**config.mk**
```make
export PLATFORM = sky130hd
export DESIGN_NAME = vme_slave_image_decode
export DESIGN_NICKNAME = d
export VERILOG_FILES = /design/src/inc/vme_image_pkg.sv /design/src/core/image_match.sv /design/src/core/vme_slave_image_decode.sv
export SDC_FILE = /design/constraint.sdc
export NUM_CORES = 1
export LEC_CHECK = 0
export BUFFER_PORTS_ARGS = -buffer_cell sky130_fd_sc_hd__buf_2
export CAP_MARGIN = 15
export CORE_ASPECT_RATIO = 1.4
export CORE_MARGIN = 4
export CORE_UTILIZATION = 30
export DETAILED_ROUTE_END_ITERATION = 10
export HOLD_SLACK_MARGIN = 0.03
export SETUP_SLACK_MARGIN = 0.1
export SLEW_MARGIN = 20
export SYNTH_ARGS = -nofsm -noshare
export SYNTH_HDL_FRONTEND = slang
export SYNTH_HIERARCHICAL = 1
export SYNTH_SLANG_ARGS = --single-unit
```
**constraint.sdc**
```tcl
create_clock -name aclk -period 3.25 [get_ports aclk]
set_input_delay 0.4875 -clock aclk [delete_from_list [all_inputs] [get_ports aclk]]
set_output_delay 0.4875 -clock aclk [all_outputs]
set_load 0.03 [all_outputs]
```
**src/inc/vme_image_pkg.sv**
```systemverilog
// Shared offsets, field layouts and carriers of the slave image decoder
package vme_image_pkg;
    // Register offsets (byte addresses, low 12 bits)
    localparam logic [11:0] OFF_CMD = 12'h004;
    localparam logic [11:0] OFF_STATUS = 12'h008;
    localparam logic [11:0] OFF_DEST = 12'h00c;
    localparam logic [11:0] OFF_I5_TO = 12'hfb0;
    localparam logic [11:0] OFF_I6_CTL = 12'hfb8;
    localparam logic [11:0] OFF_I6_BS = 12'hfbc;
    localparam logic [11:0] OFF_I6_BD = 12'hfc0;
    localparam logic [11:0] OFF_I6_TO = 12'hfc4;
    localparam logic [11:0] OFF_I7_CTL = 12'hfcc;
    localparam logic [11:0] OFF_I7_BS = 12'hfd0;
    localparam logic [11:0] OFF_I7_BD = 12'hfd4;
    localparam logic [11:0] OFF_I7_TO = 12'hfd8;
    localparam int ADDR_LSB = 0;
    localparam int ADDR_MSB = 11;

    // Reset values and writable-bit masks
    localparam logic [31:0] CTL_RESET = 32'h00f00000;
    localparam logic [31:0] CTL_WMASK = 32'he0f700c3;
    localparam logic [31:0] WIN_MASK = 32'hffff0000;
    localparam logic [31:0] CMD_WMASK = 32'h00000004;
    localparam logic [31:0] ZERO_WORD = 32'h00000000;
    localparam int BME_BIT = 2;

    // Backplane space codes
    localparam logic [2:0] VAS_A24 = 3'h1;
    localparam logic [2:0] VAS_A32 = 3'h2;
    localparam logic [2:0] VAS_USER1 = 3'h6;
    localparam logic [2:0] VAS_USER2 = 3'h7;
    // Modifier groups seen in modifier bits 5..3
    localparam logic [2:0] AM_GRP_A24 = 3'h7;
    localparam logic [2:0] AM_GRP_A32 = 3'h1;
    localparam logic [2:0] AM_GRP_USER1 = 3'h2;
    localparam logic [2:0] AM_GRP_USER2 = 3'h3;
    localparam logic [1:0] AM_PROGRAM = 2'h2;
    localparam logic [5:0] AM_A24_SUP_DATA = 6'h3d;

    // Local space codes
    localparam logic [1:0] LAS_MEM = 2'h0;
    localparam logic [1:0] LAS_IO = 2'h1;
    localparam logic [1:0] LAS_CFG = 2'h2;

    localparam logic [1:0] RESP_OKAY = 2'h0;
    localparam logic [1:0] RESP_DECERR = 2'h3;

    // Image control word
    typedef struct packed {
        logic en;
        logic posted_write_enable;
        logic prefetch_read_enable;
        logic [4:0] rsv0;
        logic [1:0] program_data_select;
        logic [1:0] privilege_select;
        logic rsv1;
        logic [2:0] backplane_space_select;
        logic [7:0] rsv2;
        logic wide_local_transfer_enable;
        logic local_lock_on_rmw;
        logic [3:0] rsv3;
        logic [1:0] local_space_select;
    } ctl_t;

    // Incoming backplane cycle
    typedef struct packed {
        logic [31:0] addr;
        logic [5:0] am;
        logic write;
        logic rmw;
    } cycle_t;

    // Forwarded local request
    typedef struct packed {
        logic claim;
        logic image7;
        logic [31:0] addr;
        logic [1:0] space;
        logic posted;
        logic prefetch;
        logic wide;
        logic lock;
    } fwd_t;
endpackage

```
**src/core/image_match.sv**
```systemverilog
// Window, modifier match and address translation of one slave image
`timescale 1ns/10ps
module image_match (
    input wire vme_image_pkg::ctl_t ctl,
    input wire logic [31:0] window_base,
    input wire logic [31:0] window_bound,
    input wire logic [31:0] translation_offset,
    input wire vme_image_pkg::cycle_t cyc,
    input wire logic bus_master_enable,
    output logic hit,
    output logic [31:0] dest
);
    // Space has to agree; program/data and privilege also have to, except in User1 and User2 spaces
    function automatic logic am_ok(vme_image_pkg::ctl_t c, logic [5:0] am);
        logic sp;
        logic usr;
        logic pd;
        logic pr;
        usr = 1'b0;
        case (c.backplane_space_select)
            vme_image_pkg::VAS_A24: sp = (am[5:3] == vme_image_pkg::AM_GRP_A24);
            vme_image_pkg::VAS_A32: sp = (am[5:3] == vme_image_pkg::AM_GRP_A32);
            vme_image_pkg::VAS_USER1: begin
                sp = (am[5:3] == vme_image_pkg::AM_GRP_USER1);
                usr = 1'b1;
            end
            vme_image_pkg::VAS_USER2: begin
                sp = (am[5:3] == vme_image_pkg::AM_GRP_USER2);
                usr = 1'b1;
            end
            default: sp = 1'b0; // Reserved space codes never match
        endcase
        // Code 00 in either field leaves both bits clear, so only User1 and User2 cycles match
        pd = (am[1:0] == vme_image_pkg::AM_PROGRAM) ? c.program_data_select[1]
                                                    : c.program_data_select[0];
        pr = am[2] ? c.privilege_select[1] : c.privilege_select[0];
        return sp && (usr || (pd && pr));
    endfunction

    logic [15:0] hi;
    logic in_win;

    // Only bits 31..16 take part; 64 KB granularity
    assign hi = cyc.addr[31:16];
    assign in_win = (hi >= window_base[31:16]) &&
                    ((window_bound[31:16] == 16'h0000) ||
                     (hi < window_bound[31:16]));

    // Claim needs enable, bus mastering, window and modifier together
    assign hit = ctl.en && bus_master_enable && in_win &&
                 am_ok(ctl, cyc.am);

    // Two's complement offset gives downward moves for free
    assign dest = {hi + translation_offset[31:16], cyc.addr[15:0]};
endmodule

```
**src/core/vme_slave_image_decode.sv**
```systemverilog
// Inbound slave images six and seven: registers, decode and forwarding
//
// Local design decision: the AXI4-Lite register port.
`timescale 1ns/10ps
// What this block does
// - Decode only addresses at or above base and strictly below bound.
// - A zero bound leaves the window open above the base.
// - Destination address is source address plus translation offset.
// - An image answers only while its enable bit is set; resets off.
// - No image answers unless the bus master enable bit is set.
// - Space field 001 A24, 010 A32, 110 User1, 111 User2; resets zero.
// - Program/data field 01 data, 10 program, 11 both; resets 11.
// - Privilege field 01 user, 10 supervisor, 11 both; resets 11.
// - Local space field 00 memory, 01 I/O, 10 config; resets memory.
// - Only memory destinations go through the posted write buffer.
// - Posting and prefetch bits are ignored outside memory space.
// - Posted write enable posts memory writes; resets off.
// - Prefetch enable prefetches memory reads; resets off.
// - Wide local transfers only when the wide enable bit is set.
// - Lock local bus over read-modify-write when lock bit set.
module vme_slave_image_decode (
    input wire logic aclk,
    input wire logic aresetn,
    input wire logic [31:0] s_axi_awaddr,
    input wire logic s_axi_awvalid,
    output logic s_axi_awready,
    input wire logic [31:0] s_axi_wdata,
    input wire logic [3:0] s_axi_wstrb,
    input wire logic s_axi_wvalid,
    output logic s_axi_wready,
    output logic [1:0] s_axi_bresp,
    output logic s_axi_bvalid,
    input wire logic s_axi_bready,
    input wire logic [31:0] s_axi_araddr,
    input wire logic s_axi_arvalid,
    output logic s_axi_arready,
    output logic [31:0] s_axi_rdata,
    output logic [1:0] s_axi_rresp,
    output logic s_axi_rvalid,
    input wire logic s_axi_rready,
    input wire logic bp_cycle_n,
    input wire vme_image_pkg::cycle_t bp_cycle,
    output vme_image_pkg::fwd_t loc_req
);
    // Byte-lane merge, reserved bits forced to zero
    function automatic logic [31:0] merge(logic [31:0] old, logic [31:0] data,
                                          logic [3:0] strb, logic [31:0] mask);
        logic [31:0] res;
        res = old;
        for (int i = 0; i < 4; i++) begin
            if (strb[i]) begin
                res[8*i +: 8] = data[8*i +: 8];
            end
        end
        return res & mask;
    endfunction

    // Which offsets exist; everything else answers DECERR
    function automatic logic mapped(logic [11:0] a);
        case (a)
            vme_image_pkg::OFF_CMD, vme_image_pkg::OFF_STATUS,
            vme_image_pkg::OFF_DEST, vme_image_pkg::OFF_I5_TO,
            vme_image_pkg::OFF_I6_CTL, vme_image_pkg::OFF_I6_BS,
            vme_image_pkg::OFF_I6_BD, vme_image_pkg::OFF_I6_TO,
            vme_image_pkg::OFF_I7_CTL, vme_image_pkg::OFF_I7_BS,
            vme_image_pkg::OFF_I7_BD, vme_image_pkg::OFF_I7_TO: return 1'b1;
            default: return 1'b0;
        endcase
    endfunction

    logic awready_r;
    logic wready_r;
    logic aw_full_r;
    logic w_full_r;
    logic bvalid_r;
    logic [1:0] bresp_r;
    logic [11:0] aw_addr_r;
    logic [31:0] w_data_r;
    logic [3:0] w_strb_r;
    logic arready_r;
    logic rvalid_r;
    logic [1:0] rresp_r;
    logic [31:0] rdata_r;
    logic [31:0] rd_word;
    logic wr_do;
    logic [31:0] cmd_r;
    logic [31:0] i5_to_r;
    vme_image_pkg::ctl_t i6_ctl_r;
    vme_image_pkg::ctl_t i7_ctl_r;
    logic [31:0] i6_bs_r;
    logic [31:0] i6_bd_r;
    logic [31:0] i6_to_r;
    logic [31:0] i7_bs_r;
    logic [31:0] i7_bd_r;
    logic [31:0] i7_to_r;
    logic strb_s1_r;
    logic strb_s2_r;
    logic strb_s3_r;
    vme_image_pkg::cycle_t cyc_s1_r;
    vme_image_pkg::cycle_t cyc_s2_r;
    logic start;
    logic active;
    logic hit6;
    logic hit7;
    logic [31:0] dest6;
    logic [31:0] dest7;
    logic bme;
    vme_image_pkg::ctl_t sc;
    vme_image_pkg::fwd_t req_nxt;
    vme_image_pkg::fwd_t loc_req_r;

    assign s_axi_awready = awready_r;
    assign s_axi_wready = wready_r;
    assign s_axi_bvalid = bvalid_r;
    assign s_axi_bresp = bresp_r;
    assign s_axi_arready = arready_r;
    assign s_axi_rvalid = rvalid_r;
    assign s_axi_rresp = rresp_r;
    assign s_axi_rdata = rdata_r;
    assign loc_req = loc_req_r;

    // Write address and data are taken in either order, then committed
    assign wr_do = aw_full_r && w_full_r && !bvalid_r;

    always_ff @(posedge aclk) begin
        if (!aresetn) begin
            awready_r <= 1'b1;
            wready_r <= 1'b1;
            aw_full_r <= 1'b0;
            w_full_r <= 1'b0;
            bvalid_r <= 1'b0;
            bresp_r <= vme_image_pkg::RESP_OKAY;
            aw_addr_r <= 12'h000;
            w_data_r <= vme_image_pkg::ZERO_WORD;
            w_strb_r <= 4'h0;
        end else begin
            if (s_axi_awvalid && awready_r) begin
                aw_full_r <= 1'b1;
                awready_r <= 1'b0;
                aw_addr_r <= s_axi_awaddr[vme_image_pkg::ADDR_MSB:vme_image_pkg::ADDR_LSB];
            end
            if (s_axi_wvalid && wready_r) begin
                w_full_r <= 1'b1;
                wready_r <= 1'b0;
                w_data_r <= s_axi_wdata;
                w_strb_r <= s_axi_wstrb;
            end
            if (wr_do) begin
                bvalid_r <= 1'b1;
                bresp_r <= mapped(aw_addr_r) ? vme_image_pkg::RESP_OKAY
                                             : vme_image_pkg::RESP_DECERR;
            end
            // Channels reopen only after the response is taken
            if (bvalid_r && s_axi_bready) begin
                bvalid_r <= 1'b0;
                aw_full_r <= 1'b0;
                w_full_r <= 1'b0;
                awready_r <= 1'b1;
                wready_r <= 1'b1;
            end
        end
    end

    // Register file; reset values follow the documented power-up state
    always_ff @(posedge aclk) begin
        if (!aresetn) begin
            cmd_r <= vme_image_pkg::ZERO_WORD;
            i5_to_r <= vme_image_pkg::ZERO_WORD;
            i6_ctl_r <= vme_image_pkg::CTL_RESET;
            i7_ctl_r <= vme_image_pkg::CTL_RESET;
            i6_bs_r <= vme_image_pkg::ZERO_WORD;
            i6_bd_r <= vme_image_pkg::ZERO_WORD;
            i6_to_r <= vme_image_pkg::ZERO_WORD;
            i7_bs_r <= vme_image_pkg::ZERO_WORD;
            i7_bd_r <= vme_image_pkg::ZERO_WORD;
            i7_to_r <= vme_image_pkg::ZERO_WORD;
        end else if (wr_do) begin
            case (aw_addr_r)
                vme_image_pkg::OFF_CMD:
                    cmd_r <= merge(cmd_r, w_data_r, w_strb_r, vme_image_pkg::CMD_WMASK);
                vme_image_pkg::OFF_I5_TO:
                    i5_to_r <= merge(i5_to_r, w_data_r, w_strb_r, vme_image_pkg::WIN_MASK);
                vme_image_pkg::OFF_I6_CTL:
                    i6_ctl_r <= merge(i6_ctl_r, w_data_r, w_strb_r, vme_image_pkg::CTL_WMASK);
                vme_image_pkg::OFF_I6_BS:
                    i6_bs_r <= merge(i6_bs_r, w_data_r, w_strb_r, vme_image_pkg::WIN_MASK);
                vme_image_pkg::OFF_I6_BD:
                    i6_bd_r <= merge(i6_bd_r, w_data_r, w_strb_r, vme_image_pkg::WIN_MASK);
                vme_image_pkg::OFF_I6_TO:
                    i6_to_r <= merge(i6_to_r, w_data_r, w_strb_r, vme_image_pkg::WIN_MASK);
                vme_image_pkg::OFF_I7_CTL:
                    i7_ctl_r <= merge(i7_ctl_r, w_data_r, w_strb_r, vme_image_pkg::CTL_WMASK);
                vme_image_pkg::OFF_I7_BS:
                    i7_bs_r <= merge(i7_bs_r, w_data_r, w_strb_r, vme_image_pkg::WIN_MASK);
                vme_image_pkg::OFF_I7_BD:
                    i7_bd_r <= merge(i7_bd_r, w_data_r, w_strb_r, vme_image_pkg::WIN_MASK);
                vme_image_pkg::OFF_I7_TO:
                    i7_to_r <= merge(i7_to_r, w_data_r, w_strb_r, vme_image_pkg::WIN_MASK);
                default: ; // Status, destination and holes ignore writes
            endcase
        end
    end

    // Read data selection; status shows the request being forwarded
    always_comb begin
        case (s_axi_araddr[vme_image_pkg::ADDR_MSB:vme_image_pkg::ADDR_LSB])
            vme_image_pkg::OFF_CMD: rd_word = cmd_r;
            vme_image_pkg::OFF_STATUS: rd_word = {24'h000000, loc_req_r.claim,
                loc_req_r.image7, loc_req_r.space, loc_req_r.posted,
                loc_req_r.prefetch, loc_req_r.wide, loc_req_r.lock};
            vme_image_pkg::OFF_DEST: rd_word = loc_req_r.addr;
            vme_image_pkg::OFF_I5_TO: rd_word = i5_to_r;
            vme_image_pkg::OFF_I6_CTL: rd_word = i6_ctl_r;
            vme_image_pkg::OFF_I6_BS: rd_word = i6_bs_r;
            vme_image_pkg::OFF_I6_BD: rd_word = i6_bd_r;
            vme_image_pkg::OFF_I6_TO: rd_word = i6_to_r;
            vme_image_pkg::OFF_I7_CTL: rd_word = i7_ctl_r;
            vme_image_pkg::OFF_I7_BS: rd_word = i7_bs_r;
            vme_image_pkg::OFF_I7_BD: rd_word = i7_bd_r;
            vme_image_pkg::OFF_I7_TO: rd_word = i7_to_r;
            default: rd_word = vme_image_pkg::ZERO_WORD;
        endcase
    end

    // Read channel answers on the same edge that takes the address
    always_ff @(posedge aclk) begin
        if (!aresetn) begin
            arready_r <= 1'b1;
            rvalid_r <= 1'b0;
            rresp_r <= vme_image_pkg::RESP_OKAY;
            rdata_r <= vme_image_pkg::ZERO_WORD;
        end else if (s_axi_arvalid && arready_r) begin
            arready_r <= 1'b0;
            rvalid_r <= 1'b1;
            rdata_r <= rd_word;
            rresp_r <= mapped(s_axi_araddr[vme_image_pkg::ADDR_MSB:vme_image_pkg::ADDR_LSB])
                       ? vme_image_pkg::RESP_OKAY : vme_image_pkg::RESP_DECERR;
        end else if (rvalid_r && s_axi_rready) begin
            rvalid_r <= 1'b0;
            arready_r <= 1'b1;
        end
    end

    // Backplane pins are asynchronous; address is stable before the strobe
    always_ff @(posedge aclk) begin
        if (!aresetn) begin
            strb_s1_r <= 1'b1;
            strb_s2_r <= 1'b1;
            strb_s3_r <= 1'b1;
            cyc_s1_r <= '0;
            cyc_s2_r <= '0;
        end else begin
            strb_s1_r <= bp_cycle_n;
            strb_s2_r <= strb_s1_r;
            strb_s3_r <= strb_s2_r;
            cyc_s1_r <= bp_cycle;
            cyc_s2_r <= cyc_s1_r;
        end
    end

    assign active = !strb_s2_r;
    assign start = !strb_s2_r && strb_s3_r;
    assign bme = cmd_r[vme_image_pkg::BME_BIT];

    image_match u_img6 (
        .ctl(i6_ctl_r),
        .window_base(i6_bs_r),
        .window_bound(i6_bd_r),
        .translation_offset(i6_to_r),
        .cyc(cyc_s2_r),
        .bus_master_enable(bme),
        .hit(hit6),
        .dest(dest6)
    );

    image_match u_img7 (
        .ctl(i7_ctl_r),
        .window_base(i7_bs_r),
        .window_bound(i7_bd_r),
        .translation_offset(i7_to_r),
        .cyc(cyc_s2_r),
        .bus_master_enable(bme),
        .hit(hit7),
        .dest(dest7)
    );

    // Overlapping windows: image six has priority
    assign sc = hit6 ? i6_ctl_r : i7_ctl_r;

    // Local request built from the claiming image's controls
    always_comb begin
        req_nxt = '0;
        if (hit6 || hit7) begin
            req_nxt.claim = 1'b1;
            req_nxt.image7 = !hit6;
            req_nxt.addr = hit6 ? dest6 : dest7;
            req_nxt.space = sc.local_space_select;
            // Posting and prefetch only mean something for memory
            req_nxt.posted = (sc.local_space_select == vme_image_pkg::LAS_MEM) &&
                             cyc_s2_r.write && sc.posted_write_enable;
            req_nxt.prefetch = (sc.local_space_select == vme_image_pkg::LAS_MEM) &&
                               !cyc_s2_r.write && sc.prefetch_read_enable;
            req_nxt.wide = sc.wide_local_transfer_enable;
            req_nxt.lock = cyc_s2_r.rmw && sc.local_lock_on_rmw;
        end
    end

    // Decision is latched at cycle start and held until the strobe rises again
    always_ff @(posedge aclk) begin
        if (!aresetn) begin
            loc_req_r <= '0;
        end else if (start) begin
            loc_req_r <= req_nxt;
        end else if (!active) begin
            loc_req_r <= '0;
        end
    end

    logic in_win6;
    assign in_win6 = (cyc_s2_r.addr[31:16] >= i6_bs_r[31:16]) &&
                     ((i6_bd_r[31:16] == 16'h0000) ||
                      (cyc_s2_r.addr[31:16] < i6_bd_r[31:16]));
endmodule

```
# Word-level counts from Yosys, hierarchy flattened
# Cells that the tools add are included.
[totals] register_bits=355 in_bits=148
[op_classes] add_sub_neg=2 n_lt_le_gt_ge=4 eq_ne=37 n_mux=26 bitwise_logic=1 n_reduce_logical=65
[ops] cell="$pmux W32 S12" count=1
[ops] cell="$eq A12 B12 Y1 const B" count=18
[ops] cell="$mux W40" count=3
[ops] cell="$reduce_and A3 Y1" count=21
[ops] cell="$eq A12 B4 Y1 const B" count=4
[ops] cell="$add A16 B16 Y16" count=2
[ops] cell="$ge A16 B16 Y1" count=2
[ops] cell="$logic_not A16 Y1" count=2
[ops] cell="$lt A16 B16 Y1" count=2
[ops] cell="$mux W32" count=1
[ops] cell="$mux W31" count=1
[ops] cell="$logic_and A1 B1 Y1" count=25
[ops] cell="$eq A12 B3 Y1 const B" count=2
[ops] cell="$reduce_or A12 Y1" count=2
[ops] cell="$mux W1" count=16
[ops] cell="$eq A3 B3 Y1 const B" count=5
[ops] cell="$eq A3 B2 Y1 const B" count=4
[ops] cell="$eq A3 B1 Y1 const B" count=3
[ops] cell="$pmux W1 S4" count=2
[ops] cell="$reduce_or A2 Y1" count=3
[ops] cell="$logic_or A1 B1 Y1" count=5
[ops] cell="$logic_not A1 Y1" count=4
[ops] cell="$mux W2" count=2
[ops] cell="$reduce_bool A2 Y1" count=2
[ops] cell="other kinds (3)" count=3

# Logic depth before layout (Yosys ltp)
# Gate-level depths: netlist of the first run.
[logic_depth] ltp_word=12 ltp_mapped=14 depth_no_buf=12

# By module
# The synthesis of the first run kept the hierarchy.
[by_module_without_submodules] mod="vme_slave_image_decode" instances=1 cells_per_inst=1436 area_each_um2=13508.0 seq_area_each_um2=6826.5
[by_module_without_submodules] mod="image_match (u_img6)" instances=1 cells_per_inst=228 area_each_um2=1731.7 seq_area_each_um2=0.0
[by_module_without_submodules] mod="image_match (u_img7)" instances=1 cells_per_inst=234 area_each_um2=1719.1 seq_area_each_um2=0.0

# Worst setup path after synthesis of the first run
# No wires, ideal clock.
[synth_path] kind="reg-to-reg" startpoint="reg i6_bd_r[22]" endpoint="reg loc_req_r, in the netlist loc_req[28]" t_arrival_ns=2.572 path_slack_ns=0.551 path_stages_with_launch=15 cell_sequence="dfxtp_1 > inv_1 > ha_1 > a21o_1 > a21oi_1 > o21ai_0 > o21ai_0 > a21oi_1 > a211oi_1 > clkbuf_1 > and3b_1 > clkbuf_1 > clkbuf_1 > a222oi_1 > nor2_1"
[synth_between] elab_chain_len=8 word_cells_on_any_way=10 classes_between="1 x order compare; 3 x mux; 6 x reduce/logical"
[synth_lines] element="from (decl)" line="vme_slave_image_decode.sv:91" source="logic [31:0] i6_bd_r;"
[synth_lines] element="from (signal assigned)" line="vme_slave_image_decode.sv:172" source="i6_bd_r <= vme_image_pkg::ZERO_WORD;"
[synth_lines] element="from (signal assigned)" line="vme_slave_image_decode.sv:188" source="i6_bd_r <= merge(i6_bd_r, w_data_r, w_strb_r, vme_image_pkg::WIN_MASK);"
[synth_lines] element="$lt A16 B16 Y1 / $logic_not A16 Y1 (equally long branches)" line="image_match.sv:47, image_match.sv:46"
[synth_lines] element="$logic_or A1 B1 Y1 *" line="image_match.sv:46" source="((window_bound[31:16] == 16'h0000) ||"
[synth_lines] element="$logic_and A1 B1 Y1 *" line="image_match.sv:45" source="assign in_win = (hi >= window_base[31:16]) &&"
[synth_lines] element="$logic_and A1 B1 Y1 * (2 in series)" line="image_match.sv:50" source="assign hit = ctl.en && bus_master_enable && in_win &&"
[synth_lines] element="via hit6" line="vme_slave_image_decode.sv:103" source="logic hit6;"
[synth_lines] element="$mux W32 / $logic_or A1 B1 Y1 (equally long branches)" line="vme_slave_image_decode.sv:296, vme_slave_image_decode.sv:293"
[synth_lines] element="$mux W40 *" line="vme_slave_image_decode.sv:293" source="if (hit6 || hit7) begin"
[synth_lines] element="$mux W40 *" line="vme_slave_image_decode.sv:312" source="end else if (start) begin"
[synth_lines] element="to (signal assigned)" line="vme_slave_image_decode.sv:313" source="loc_req_r <= req_nxt;"
[synth_lines] element="to (decl)" line="vme_slave_image_decode.sv:110" source="vme_image_pkg::fwd_t loc_req_r;"
# Mark *: on every way through the listed nets, which the timed path passes. The rest lies on a longest branch.
# A chain may end at the register's enable or synchronous reset.

# Worst setup path after layout of the first run
[layout_path] startpoint="reg cyc_s2_r[32] in the netlist's numbering" endpoint="reg loc_req_r, in the netlist loc_req[12]"
[layout_between] elab_chain_len=8 word_cells_on_any_way=15 classes_between="4 x order compare; 2 x mux; 9 x reduce/logical"
[layout_lines] element="from (decl)" line="vme_slave_image_decode.sv:100" source="vme_image_pkg::cycle_t cyc_s2_r;"
[layout_lines] element="from (signal assigned)" line="vme_slave_image_decode.sv:257" source="cyc_s2_r <= cyc_s1_r;"
[layout_lines] element="$lt A16 B16 Y1" line="image_match.sv:47" source="(hi < window_bound[31:16]));"
[layout_lines] element="$logic_or A1 B1 Y1" line="image_match.sv:46"
[layout_lines] element="$logic_and A1 B1 Y1 *" line="image_match.sv:45"
[layout_lines] element="$logic_and A1 B1 Y1 * (2 in series)" line="image_match.sv:50"
[layout_lines] element="via hit7" line="vme_slave_image_decode.sv:104" source="logic hit7;"
[layout_lines] element="$logic_or A1 B1 Y1 *" line="vme_slave_image_decode.sv:293"
[layout_lines] element="$mux W40 *" line="vme_slave_image_decode.sv:293"
[layout_lines] element="$mux W40 *" line="vme_slave_image_decode.sv:312"
# Marked as above.

==> results of run 1 <==
==> per-layer routing <==
metal | GRT usage (%) | vias up | part of all wire (%)
met5 | 0 | - | 0
met2 | 38.5 | 600 | 49
met3 | 2.96 | 160 | 5.9
li1 | - | 7056 | -
met1 | 26.0 | 7315 | 39
met4 | 11.6 | 0 | 5.9
==> state kept, by name (all words and copies together), names as in the netlist, 3 cells and up <==
name         flops
cyc_s1_r        40
cyc_s2_r        40
loc_req         40
s_axi_rdata     32
w_data_r        21
i5_to_r         16
i6_bd_r         16
i6_bs_r         16
i6_to_r         16
i7_bd_r         16
i7_bs_r         16
i7_to_r         16
i6_ctl_r        14
i7_ctl_r        14
aw_addr_r       12
w_strb_r         3
==> where the power goes <==
part | switching [mW] | leakage (nW) | internal (mW)
registers | 0.109 | 2.77 | 4.26
clock network | 1.84 | 0.583 | 2.45
logic | 0.411 | 4.60 | 0.241
total | 2.36 | 7.96 | 6.95
==> placed cells by master (no fill, tap or decap), types with 14 or more instances in the layout <==
master,n
o21ai_0,51
a22oi_1,34
nor3_1,16
a221oi_1,14
a21oi_1,115
buf_4,93
and2_1,89
xnor2_1,22
dfxtp_1,341
inv_1,83
buf_2,175
a222oi_1,41
nand3_1,24
ha_1,92
nor2_1,169
clkbuf_16,36
mux2i_1,125
a21o_1,15
nand2_1,224
nor4_1,14
==> area by class of cell <==
| cell class | instances | area, um2 |
|---|---|---|
| Multi-Input combinational cell | 1326 | 9120 |
| Tap cell | 728 | 911 |
| Inverter | 84 | 320 |
| Clock buffer | 45 | 995 |
| Fill cell | 5825 | 35600 |
| Clock inverter | 19 | 223 |
| Timing Repair Buffer | 271 | 1630 |
| Sequential cell | 341 | 6830 |
==> repair_timing <==
item	in CTS	in global routing
pin swaps	0	1
gates resized for setup	3	5
setup endpoints to repair	39	38
hold endpoints to repair	0	0
==> final timing paths <==
path                 end  depth (start not counted)
max          loc_req[12]                         12
min            strb_s1_r                          2
max reg2reg  loc_req[12]                         12
min reg2reg    strb_s2_r                          1
==> worst reg2reg max path: cells and delay by family (launching register included) <==
family	cells	cell delay, ps
DFF	1	390
adders and majority gates	1	170
AOI/OAI and AO/OA	5	1380
and+or+nand+nor	2	340
buffers and inverters	4	710
==> flow_metrics.tcl, run 1 <==
set metrics [dict create \
    vias 15100 \
    cap_viol_max_count 0 \
    p_per_area_nw_per_um2 465 \
    finalCritPeriodShare_pct 94.0 \
    die_x_um 209 \
    gp_routability_congestion 1.00 \
    routed_wl_um 68500 \
    clockBufferDepth 3 \
    cts_tree "built" \
    syn_inst 1897 \
    drive_gt1_share_pct 19.3 \
    grt_pass1_vias 15000 \
    cp_data_required_time_ps 3730 \
    wl_per_cell_um 24.4 \
    finalNetCount 2302 \
    post-cts-setup-buffers 0 \
    ir_worst_vdd_v 0.000321 \
    reg2reg_slack_ps 190 \
    cts_made_buffers 36 \
    clkSinkCount 341 \
    fmax_mhz 327 \
    dp_hpwl_um 53400 \
    die-area_um2 60400 \
    placed_cells 2750 \
    grt.overflow.total 0 \
    pin_count 229 \
    antenna_cells 0 \
    syn_avg_cell_area_um2 8.94 \
    grt_usage_pct 21.9 \
    ant_nets 0 \
    grt_pass1_wl_um 100000 \
    crit_path_start_kind "flop" \
    die_h_um 289 \
    slowest_stage "a2111oi_2" \
    relSlewSlack_pct 39.1 \
    hold_buffers 0 \
    path_clk_slew_ps 60 \
    hold_class "primary input to flop" \
    tns_ps 0 \
    layout_setup_ws_ps 194 \
    worstHoldStart "bp_cycle_n" \
    numPortBuffers 176 \
    critPathKind "flop to flop" \
    crit_chain "buf_4 > buf_4 > ha_1 > a21o_1 > a2111oi_2 > a31oi_1 > a211oi_2 > buf_4 > and3b_1 > buf_4 > a222oi_1 > nor2_1" \
    arrival_ps 3540 \
    critPathBufInv 4 \
    cpMostUsedCell "buf_4" \
    drt_iter0_markers 1541 \
    rsz0062_at_grt "false" \
    vias_per_cell 5.38 \
    antenna_found_initial 1 \
    syn2layout_area_growth_pct 18.1 \
    fin_util_pct 36.0 \
    setup_viol 0 \
    drv_slew 0 \
    synth_warnings 6 \
    synth_area_um2 17000 \
    drc 0 \
    pre_cts_slack_ps -133 \
    htree_levels 2 \
    final_cell_area_um2 20000 \
    crit_path_end_kind "flop" \
    cp_max_fo 13 \
    cp_top_family "compound AO/OA/AOI/OAI gates" \
    final_cell_count_no_fill 2814 \
    grt_max_degree 117 \
    dr.pass1.iters 8 \
    holdWs_ps 119 \
    p_leak_nw 7.96 \
    r2r-start "cyc_s2_r[32]" \
    placementRows 102 \
    cpPeakStageDelay_ps 500 \
    finalHoldViolations 0 \
    worst_pin_slew_ps 911 \
    outcome "complete, no violations" \
    synth_nets 2139 \
    p_total_mw 9.31 \
    core_um2 55600 \
    placed_cell_area_um2 18800 \
    cp-startpoint "cyc_s2_r[32]" \
    clk_latency_ps 550 \
    finClkSkew_ps 17.6 \
    start_util_pct 30.5 \
    fin_crit_ps 3060 \
    root_buffer "clkbuf_16" \
]
Power figures use the tool's default switching activity.
==> run 2: changes to the inputs <==
- CORE_MARGIN: 4 -> 2
- GPL_ROUTABILITY_DRIVEN: not set -> 0
==> run 2 against run 1 <==
Against the previous run: wire length shrank 8.8%; critical path depth grew 2; via count grew 0.19%; flip-flop and latch count is the same; die area shrank 3.3%; fmax shrank 2.5%; cell count shrank 1.4%; setup slack lost 80 ps; global-route usage shrank 1.2 points; total power shrank 0.90%; non-clock buffer count shrank 44; register-to-register slack lost 80 ps.
==> flow_metrics.tcl, run 2 (synthesized netlist as in run 1, its figures left out) <==
set metrics [dict create \
    cap_viol_max_count 0 \
    die_x_um 205 \
    final_cell_area_um2 19800 \
    placementRows 103 \
    layout_setup_ws_ps 114 \
    multiInputGateArea_um2 9110 \
    cp_max_fo 13 \
    root_buffer "clkbuf_16" \
    regArea_um2 6840 \
    clkSinkCount 341 \
    vias 15200 \
    syn2layout_area_growth_pct 16.5 \
    arrival_ps 3610 \
    dr.pass1.iters 9 \
    htree_levels 2 \
    vias_per_cell 5.46 \
    hold_class "primary input to flop" \
    crit_path_start_kind "flop" \
    start_util_pct 30.2 \
    holdPathStages 2 \
    drive_gt1_share_pct 18.1 \
    pin_count 229 \
    relSlewSlack_pct 33.2 \
    grt_max_degree 78 \
    critPathKind "flop to flop" \
    fill_cells 5860 \
    dp_hpwl_um 47800 \
    numPortBuffers 176 \
    routed_wl_um 62500 \
    reg2reg_depth 14 \
    cts_made_buffers 34 \
    die_h_um 285 \
    path_clk_slew_ps 70 \
    finClkSkew_ps 17.6 \
    final_common_cell "dfxtp_1" \
    p_per_area_nw_per_um2 467 \
    grt.overflow.total 0 \
    outcome "complete, no violations" \
    rsz0062_at_grt "false" \
    setup_viol 0 \
    placed_cell_area_um2 18400 \
    crit_path_end_kind "flop" \
    p_leak_nw 7.75 \
    fin_crit_ps 3140 \
    grt_usage_pct 20.7 \
    grt_pass1_wl_um 91600 \
    clockBufferDepth 3 \
    layout_common_cells "dfxtp_1, nand2_1, buf_2" \
    ant_nets 0 \
    cp_data_required_time_ps 3720 \
    die-area_um2 58500 \
    worst_pin_slew_ps 994 \
    tns_ps 0 \
    ir_worst_vdd_v 0.000282 \
    pre_cts_slack_ps 58.3 \
    drc 0 \
    drt_iter0_markers 1603 \
    drv_slew 0 \
    finalHoldViolations 0 \
    core_um2 56200 \
    finalNetCount 2256 \
    fmax_mhz 319 \
    wl_per_cell_um 22.5 \
    clk_latency_ps 540 \
    antenna_found_initial 0 \
    grt_pass1_vias 14700 \
    cts_tree "built" \
    finalCritPeriodShare_pct 96.5 \
]
## run 2: cell count changes in the layout (fill, tap and decap cells not counted), sizes merged
cell / previous run / this run
clkinvlp: 6 / 2
inv: 87 / 85
clkinv: 7 / 11
clkbuf: 45 / 46
buf: 271 / 225
diode: 0 / 1
bufinv: 3 / 4
## run 2: cell type report
class                   instances  area share [%]
multi-input cells            1326            46.1
flip-flops and latches        341            34.6
repair buffers                227            6.86
clock buffers                  44            5.02
well taps                     735            4.66
inverters                      84            1.62
clock inverters                18            1.06
diodes                          1          0.0127
## run 2: worst paths after layout
kind | from | end | slack, ps
min reg2reg | strb_s1_r | strb_s2_r | 420
min | bp_cycle_n | strb_s1_r | 130
max reg2reg | i7_bs_r[30] | loc_req[17] | 110
max | i7_bs_r[30] | loc_req[17] | 110
## run 2: stage by stage
step                power, mW  util, %  hold WS [ps]  cells
floorplan                4.81        -           386   1897
CTS                      9.29     35.0           118   2771
detailed placement       5.05     32.8           399   2709
finish                   9.23     35.2           133   2776
global route             9.50     35.1           141   2775
global placement         5.03     32.8           408   2709
## run 2: metal layers
| layer | GRT usage, % | wire, um | up-vias |
|---|---|---|---|
| met4 | 15.4 | 5460 | 0 |
| li1 | - | - | 6946 |
| met5 | 0 | 0 | - |
| met2 | 34.1 | 28700 | 770 |
| met3 | 4.79 | 5180 | 288 |
| met1 | 23.3 | 23200 | 7155 |
## run 2: worst max-delay path: stages (launching register included)
cell       delay, ps
dfxtp_2          370
inv_1             50
ha_1             300
o21a_1           120
o21ai_1           70
nand2b_1         130
o2111ai_1        180
or4_1            570
a211oi_2         360
buf_4            210
and3b_2          220
buf_12           130
clkbuf_16        170
a222oi_1          70
nor2_1           110
## run 2: power by group
| part | total, mW | switching [mW] | internal, mW | leakage (nW) |
|---|---|---|---|---|
| Clock | 4.26 | 1.76 | 2.50 | 0.593 |
| Combinational | 0.590 | 0.368 | 0.222 | 4.38 |
| Sequential | 4.38 | 0.120 | 4.26 | 2.78 |
## run 2: timing repair
item                                   CTS  global route
setup buffers                            0             2
pin swaps                                0             1
setup endpoints to repair               29            35
endpoints found under the hold margin    0             0
gates cloned                             0             2
gates resized for setup                  4            15
hold buffers                             0             0
